<file path="config.mk">
export PLATFORM = sky130hd
export DESIGN_NAME = gauge_power_mode_control
export DESIGN_NICKNAME = d
export VERILOG_FILES = /design/src/logic/gauge_pmc_pkg.sv /design/src/logic/gauge_power_mode_control.sv
export SDC_FILE = /design/constraint.sdc
export NUM_CORES = 1
export LEC_CHECK = 0
export BUFFER_PORTS_ARGS = -buffer_cell sky130_fd_sc_hd__buf_2
export CORE_ASPECT_RATIO = 0.6
export CORE_UTILIZATION = 46
export DETAILED_ROUTE_END_ITERATION = 12
export PLACE_DENSITY = 0.79
export SETUP_SLACK_MARGIN = 0.05
export SYNTH_ARGS = -nofsm -noshare
export SYNTH_HDL_FRONTEND = slang
export SYNTH_SLANG_ARGS = --single-unit
export TNS_END_PERCENT = 20
</file>
<file path="constraint.sdc">
create_clock -name i_clock -period 2 [get_ports i_clock]
set_clock_uncertainty 0.2 [all_clocks]
set_input_delay 0.4 -clock i_clock [delete_from_list [all_inputs] [get_ports i_clock]]
set_output_delay 0.4 -clock i_clock [all_outputs]
set_load 0.1 [all_outputs]
</file>
<file path="src/logic/gauge_pmc_pkg.sv">
// Constants and types for the gauge power-mode sequencer.
// Assumes a 100 MHz clock and register traffic decoded outside this block.
package gauge_pmc_pkg;

  // Register address window and lockout range
  localparam logic [7:0] LOCK_LO_ADDR      = 8'h20;
  localparam logic [7:0] LOCK_HI_ADDR      = 8'h3F;

  // Power mode request encodings (mode field of the power mode request register)
  localparam logic [1:0] MODE_ACTIVE       = 2'h0;
  localparam logic [1:0] MODE_HIBERNATE    = 2'h1;
  localparam logic [1:0] MODE_SHUTDOWN     = 2'h2;

  // Event mask / clear field position of the config-ready event
  localparam int         CFG_RDY_BIT       = 0;

  // Reset values
  localparam logic       CFG_RDY_RESET     = 1'b0;
  localparam logic       MASK_RESET        = 1'b0;

  // Internal reset and wake sequence lengths
  localparam int         RESET_SEQ_NS      = 1000;
  localparam int         WAKE_SEQ_NS       = 2000;
  localparam int         CLOCK_PERIOD_NS   = 10;
  localparam logic [7:0] RESET_SEQ_CYCLES  = 8'((RESET_SEQ_NS + CLOCK_PERIOD_NS - 1) / CLOCK_PERIOD_NS);
  localparam logic [7:0] WAKE_SEQ_CYCLES   = 8'((WAKE_SEQ_NS + CLOCK_PERIOD_NS - 1) / CLOCK_PERIOD_NS);

  // Power states of the sequencer
  typedef enum logic [2:0] {
    ST_RESETTING = 3'b000,
    ST_SHUTDOWN  = 3'b001,
    ST_WAKING    = 3'b010,
    ST_ACTIVE    = 3'b011,
    ST_HIBERNATE = 3'b100
  } power_state_e;

endpackage : gauge_pmc_pkg

</file>
<file path="src/logic/gauge_power_mode_control.sv">
// Power-mode and start-up sequencer of a single-cell fuel gauge.
// Assumes an I2C target front end that decodes register accesses into
// one-cycle strobes on this clock; the wake and supply pins are asynchronous.

`timescale 1ns/10ps

module gauge_power_mode_control
  import gauge_pmc_pkg::*;
(
  // Clock and reset
  input  wire logic       i_clock,
  input  wire logic       i_rst_n,
  // Asynchronous pins
  input  wire logic       i_supply_valid,
  input  wire logic       i_addr_read_seen,
  // Decoded host register accesses
  input  wire logic       i_reg_write,
  input  wire logic       i_reg_read,
  input  wire logic [7:0] i_reg_addr,
  input  wire logic       i_reg_is_reserved,
  input  wire logic       i_reset_write,
  input  wire logic       i_mode_write,
  input  wire logic [1:0] i_mode_value,
  input  wire logic       i_gauge_start,
  input  wire logic       i_mask_write,
  input  wire logic       i_mask_value,
  input  wire logic       i_clear_write,
  input  wire logic       i_clear_value,
  // Front end events
  input  wire logic       i_limit_fault,
  // Status and control outputs
  output logic            o_config_ready_flag,
  output logic            o_int_n,
  output logic            o_gauging,
  output logic            o_front_end_on,
  output logic            o_cpu_clock_on,
  output logic            o_ack_enable,
  output logic            o_reg_access_ok,
  output logic            o_write_accept,
  output logic            o_regs_clear,
  output logic [2:0]      o_power_state
);

  // State layout notes
  //   supply_meta/supply_sync and wake_meta/wake_sync are the two-flop
  //   synchronisers of the asynchronous pins; nothing but the second
  //   flop of each pair is read by logic.
  //   wake_prev only feeds the rising-edge detect of the wake request;
  //   it resets low, matching the idle level of the pin, so no false
  //   wake follows a reset.
  //   count is shared by the reset and wake sequences, which never overlap.
  //   All outputs are copies held in the same struct, so each output
  //   comes straight from a flip-flop and cannot glitch.

  // All state of the block
  typedef struct packed {
    logic         supply_meta;
    logic         supply_sync;
    logic         wake_meta;
    logic         wake_sync;
    logic         wake_prev;
    power_state_e state;
    logic [7:0]   count;
    logic         cfg_rdy;
    logic         mask;
    logic         gauging;
    logic         int_n;
    logic         front_end_on;
    logic         cpu_clock_on;
    logic         ack_enable;
    logic         access_ok;
    logic         write_accept;
    logic         regs_clear;
  } pmc_state_s;

  pmc_state_s cur;
  pmc_state_s next_cur;

  logic in_lock_range;
  logic wake_edge;

  // Address decode and wake edge from the synchronised pin
  assign in_lock_range = (i_reg_addr >= LOCK_LO_ADDR) && (i_reg_addr <= LOCK_HI_ADDR);
  assign wake_edge     = cur.wake_sync && !cur.wake_prev;

  // Sequencing overview
  //   resetting: register file held at defaults for the reset count,
  //              then flag set and shutdown entered.
  //   shutdown:  only the address watch runs; a synchronised wake edge
  //              with supply present starts the wake count.
  //   waking:    no register access until the wake count expires.
  //   active:    gauging may start; a limit fault while gauging drops to hibernate.
  //   hibernate: registers served and retained, gauging halted.
  // Priority inside one cycle, lowest first: the state branch, mode
  // write, reset write, then supply loss. A flag clear never beats a
  // flag set landing in the same cycle, so a ready event is not lost.
  // Strobes only act when access was open on the previous edge; this
  // keeps a write that races a shutdown from reaching the register file.

  // Next-state logic
  always_comb
  begin
    next_cur             = cur;
    next_cur.supply_meta = i_supply_valid;
    next_cur.supply_sync = cur.supply_meta;
    next_cur.wake_meta   = i_addr_read_seen;
    next_cur.wake_sync   = cur.wake_meta;
    next_cur.wake_prev   = cur.wake_sync;
    next_cur.regs_clear  = 1'b0;
    next_cur.write_accept = 1'b0;

    case (cur.state)
      ST_RESETTING:
      begin
        // Internal reset sequence; defaults restored, then go to shutdown
        next_cur.gauging    = 1'b0;
        next_cur.mask       = MASK_RESET;
        next_cur.regs_clear = 1'b1;
        if (cur.count == 8'h00)
        begin
          next_cur.cfg_rdy = 1'b1;
          next_cur.state   = ST_SHUTDOWN;
        end
        else
        begin
          next_cur.count = cur.count - 8'h01;
        end
      end
      ST_SHUTDOWN:
      begin
        // Only the address watch runs; no ack, contents lost
        next_cur.gauging = 1'b0;
        next_cur.mask    = MASK_RESET;
        if (wake_edge && cur.supply_sync)
        begin
          next_cur.state = ST_WAKING;
          next_cur.count = WAKE_SEQ_CYCLES;
        end
      end
      ST_WAKING:
      begin
        if (cur.count == 8'h00)
        begin
          next_cur.cfg_rdy = 1'b1;
          next_cur.state   = ST_ACTIVE;
        end
        else
        begin
          next_cur.count = cur.count - 8'h01;
        end
      end
      ST_ACTIVE:
      begin
        if (i_gauge_start)
        begin
          next_cur.gauging = 1'b1;
        end
        if (cur.gauging && i_limit_fault)
        begin
          next_cur.gauging = 1'b0;
          next_cur.state   = ST_HIBERNATE;
        end
      end
      ST_HIBERNATE:
      begin
        // Registers stay served and retained; gauging halted
        next_cur.gauging = 1'b0;
      end
      default:
      begin
        next_cur.state = ST_RESETTING;
        next_cur.count = RESET_SEQ_CYCLES;
      end
    endcase

    // Host register traffic in active and hibernate only
    if (cur.access_ok)
    begin
      if (i_reg_write)
      begin
        // Lockout of the configuration window while gauging
        next_cur.write_accept = !(cur.gauging && (in_lock_range || i_reg_is_reserved));
      end
      if (i_mask_write)
      begin
        next_cur.mask = i_mask_value;
      end
      if (i_mode_write && (cur.state == ST_ACTIVE || cur.state == ST_HIBERNATE))
      begin
        case (i_mode_value)
          MODE_ACTIVE:    next_cur.state = ST_ACTIVE;
          MODE_HIBERNATE:
          begin
            next_cur.state   = ST_HIBERNATE;
            next_cur.gauging = 1'b0;
          end
          MODE_SHUTDOWN:
          begin
            next_cur.state   = ST_SHUTDOWN;
            next_cur.gauging = 1'b0;
            next_cur.cfg_rdy = CFG_RDY_RESET;
            next_cur.regs_clear = 1'b1;
          end
          default:        next_cur.state = cur.state;
        endcase
      end
      if (i_reset_write)
      begin
        next_cur.state   = ST_RESETTING;
        next_cur.count   = RESET_SEQ_CYCLES;
        next_cur.gauging = 1'b0;
        next_cur.cfg_rdy = CFG_RDY_RESET;
      end
    end

    // Config-ready flag clear; a set in the same cycle wins
    if (cur.access_ok && i_clear_write && i_clear_value && !(next_cur.cfg_rdy && !cur.cfg_rdy))
    begin
      next_cur.cfg_rdy = 1'b0;
    end

    // Loss of supply forces a reset outside shutdown and the reset sequence
    if (!cur.supply_sync && cur.state != ST_RESETTING && cur.state != ST_SHUTDOWN)
    begin
      next_cur.state = ST_RESETTING;
      next_cur.count = RESET_SEQ_CYCLES;
    end

    // Registered outputs from the next state
    next_cur.int_n        = !(next_cur.cfg_rdy && !next_cur.mask);
    next_cur.front_end_on = (next_cur.state == ST_ACTIVE);
    next_cur.cpu_clock_on = (next_cur.state == ST_ACTIVE) || (next_cur.state == ST_WAKING);
    next_cur.ack_enable   = (next_cur.state == ST_ACTIVE) || (next_cur.state == ST_HIBERNATE);
    next_cur.access_ok    = next_cur.ack_enable;
  end

  // Reset load
  //   Synchronous reset parks the block in the reset sequence with the
  //   interrupt released high and the mask at its default; only
  //   constants are loaded here. The count restarts so a reset pulse
  //   always runs the full sequence before shutdown is entered.

  // State register
  always_ff @(posedge i_clock)
  begin
    if (!i_rst_n)
    begin
      cur       <= '0;
      cur.state <= ST_RESETTING;
      cur.count <= RESET_SEQ_CYCLES;
      cur.int_n <= 1'b1;
      cur.mask  <= MASK_RESET;
    end
    else
    begin
      cur <= next_cur;
    end
  end

  // Outputs straight from flip-flops
  //   Every output is a plain wire from a struct field, so the
  //   front end sees settled values one cycle after each strobe.
  assign o_config_ready_flag = cur.cfg_rdy;
  assign o_int_n             = cur.int_n;
  assign o_gauging           = cur.gauging;
  assign o_front_end_on      = cur.front_end_on;
  assign o_cpu_clock_on      = cur.cpu_clock_on;
  assign o_ack_enable        = cur.ack_enable;
  assign o_reg_access_ok     = cur.access_ok;
  assign o_write_accept      = cur.write_accept;
  assign o_regs_clear        = cur.regs_clear;
  assign o_power_state       = cur.state;

endmodule : gauge_power_mode_control

</file>
==> metrics.cfg <==
[power_and_ir_drop]
peakVddDrop_uv=415
intPower_mw=0.718
p_per_area_nw_per_um2=581
p_clk_frac=0.304
pwr-share-seq=0.559
p_leak_nw=0.729
switching_power_mw=0.235
switching_share=0.247
power_frac_comb=0.137

[worst_setup_path]
worst_ep_arrival_time_ns=1.94
cp_cell_sequence=or3b_4 -> a21oi_4 -> mux2_4 -> nor3b_1 -> mux2_4
cpPeakStageDelay_ns=0.40
end_kind=flip-flop
cp_slowest_cell=or3b_4
worstSetupPathType=reg -> reg
cp_max_fo=4
cp-start-kind=flip-flop
crit_top_cell=mux2_4
required_ns=1.96

[floorplanning]
die_width_um=71.1
core_area_um2=2610
die_h_um=43.5
initial_core_util=0.505
ios=37
rows=14
die_area_um2=3090

[routing]
ant_nets=0
wl_um=3180
initialDrtViolationCount=68
avgRoutedWirePerCell_um=14.3
viasPerCell=5.59
drc=0
dr_total_vias=1242
dr.pass1.iters=6

[finish]
finalNetCount=222
fillers=222
drive_above_1_share=0.326
diodes=0
area_growth_pct=24.5
fin_area_um2=1640

[placement]
hpwl_um=2560
port_buffers=30
placed_area_um2=1580
gp_congestion=0.929
post-place-ws_ns=-0.181

[timing]
tightest_slew_ns=0.566
hold_viol_final=0
layout_setup_ws_ns=0.0214
slew_headroom=0.620
min_period_ns=1.98
slew_viol_final=0
rsz0062_at_grt=true
fmax_ghz=0.505
fin_crit_sh=0.989
setup_viol=0

[yosys]
synth_cell_types=45
ys_warn_count=0
syn_inst=151
avgSynthCellArea_um2=8.73
yosys_register_bits=25
netlist_area_um2=1320
synth_top_area_share=0.380
syn_nets=182
synthArstFlopShare=0
synthMostInstantiatedCell=dfxtp_1
synth_ff_type=dfxtp_1
synth_common_cells=dfxtp_1, nor2_1, a21oi_1, inv_1, and2_1
ys_seq_area_frac=0.380
synthTopCellsByArea=dfxtp_1, ha_1, a21oi_1
synth_edf_count=0
yosys.area.top_type=dfxtp_1

[grt]
grt-ovfl-total=0
grt_usage=0.227
grt_start_max_net_pins=14
grt_pass1_wl_um=5390
antenna_found_initial=0
grt_pass1_vias=1216

[cts]
cts_hold_buf=0
root_buffer=clkbuf_8
cts.sinks=25
post-cts-setup-buffers=0
cts_buffer_depth=2
cts_htree_levels=1
numCtsBuffers=3
insertion_delay_ns=0.26
clk_pin_slew_worst_paths_ns=0.08
cts_tree=yes

[hold_path]
min_path_type=in -> reg

[flow_run]
maxCapViolations=0

[outcome]
outcome=complete, no violations

-- worst max-delay path, delay by kind of cell, from the launching register on --
kind / cells / cell delay (ns)
DFF: 1 / 0.36
and+or+nand+nor: 2 / 0.54
AOI/OAI and AO/OA: 1 / 0.17
muxes: 2 / 0.61
-- cells in the final DEF (no fill, tap or decap), types with 2 or more instances in the layout --
cell / instances
o21ai_0: 7
nand2_1: 6
nor2_1: 15
and2_1: 9
buf_2: 30
dfxtp_1: 22
mux2_4: 2
buf_4: 15
a31oi_1: 2
nor2b_1: 3
ha_1: 6
nor3_1: 5
nand3_1: 3
inv_1: 10
nor3b_1: 3
dfxtp_2: 2
a21oi_1: 11
a32oi_1: 2
a221o_1: 2
clkbuf_8: 3
o21a_1: 2
-- registers in the layout, indices dropped and copies added (netlist names) --
name / count
cur: 14
o_int_n: 1
o_config_ready_flag: 1
o_front_end_on: 1
o_gauging: 1
o_cpu_clock_on: 1
o_reg_access_ok: 1
o_power_state: 3
o_write_accept: 1
o_regs_clear: 1
-- power by group through the flow --
stage	combinational [mW]	clock, mW	sequential, mW
after floorplan	0.0695	0	0.549
after global placement	0.121	0	0.541
after detailed placement	0.129	0	0.543
after CTS	0.129	0.299	0.531
after global routing	0.147	0.319	0.536
final	0.131	0.289	0.533
-- cell type report --
class | instances | area [um^2] | area share
multi-input combinational | 106 | 749 | 0.457
sequential | 25 | 507 | 0.309
timing repair buffer | 45 | 263 | 0.160
clock buffer | 4 | 45.0 | 0.0274
tap | 32 | 40.0 | 0.0244
inverter | 10 | 37.5 | 0.0229
-- layer usage --
metal  share of wire  global-route usage
met1            0.47               0.289
met2            0.46               0.396
met3           0.077              0.0581
met4               0              0.0520
met5               0                   0
-- timing repair --
item,4_1_cts,5_1_grt
gates cloned,0,0
gates resized for setup,2,3
pin swaps,1,0
endpoints found under the setup margin,4,4
-- cell families (layout without fill, tap and decap cells) --
group / after synthesis / after routing / synth area share
AO/OA/AOI/OAI: 41 / 41 / 0.215
XOR/XNOR: 1 / 1 / 0.00664
adder cells (fa/ha/maj): 6 / 6 / 0.0569
buffers and inverters: 20 / 59 / 0.0721
flip-flops: 25 / 25 / 0.380
multiplexers: 4 / 4 / 0.0389
AND/OR/NAND/NOR: 54 / 54 / 0.231
-- stage by stage --
step | total power, mW | setup TNS (ns) | std cells | utilization | hold slack (ns)
after floorplan | 0.618 | 0 | 151 | - | 0.212
after detailed placement | 0.672 | -0.190 | 218 | 0.604 | 0.224
after CTS | 0.959 | 0 | 222 | 0.622 | 0.133
after global placement | 0.662 | -0.0952 | 218 | 0.604 | 0.216
after global routing | 1.00 | -0.0254 | 222 | 0.629 | 0.137
final | 0.953 | 0 | 222 | 0.629 | 0.141
-- worst paths after layout --
| path | cells after the start | endpoint | slack [ns] | from |
|---|---|---|---|---|
| hold reg to reg | 1 | cur[22]$_SDFF_PN0_ | 0.24 | cur[23]$_SDFF_PN0_ |
| setup reg to reg | 5 | o_reg_access_ok$_SDFF_PN0_ | 0.02 | o_power_state[2]$_SDFF_PN0_ |
| setup / recovery | 5 | o_reg_access_ok$_SDFF_PN0_ | 0.02 | o_power_state[2]$_SDFF_PN0_ |
| hold / removal | 2 | cur[25]$_SDFF_PN0_ | 0.14 | i_supply_valid |
Power figures use the tool's default switching activity.
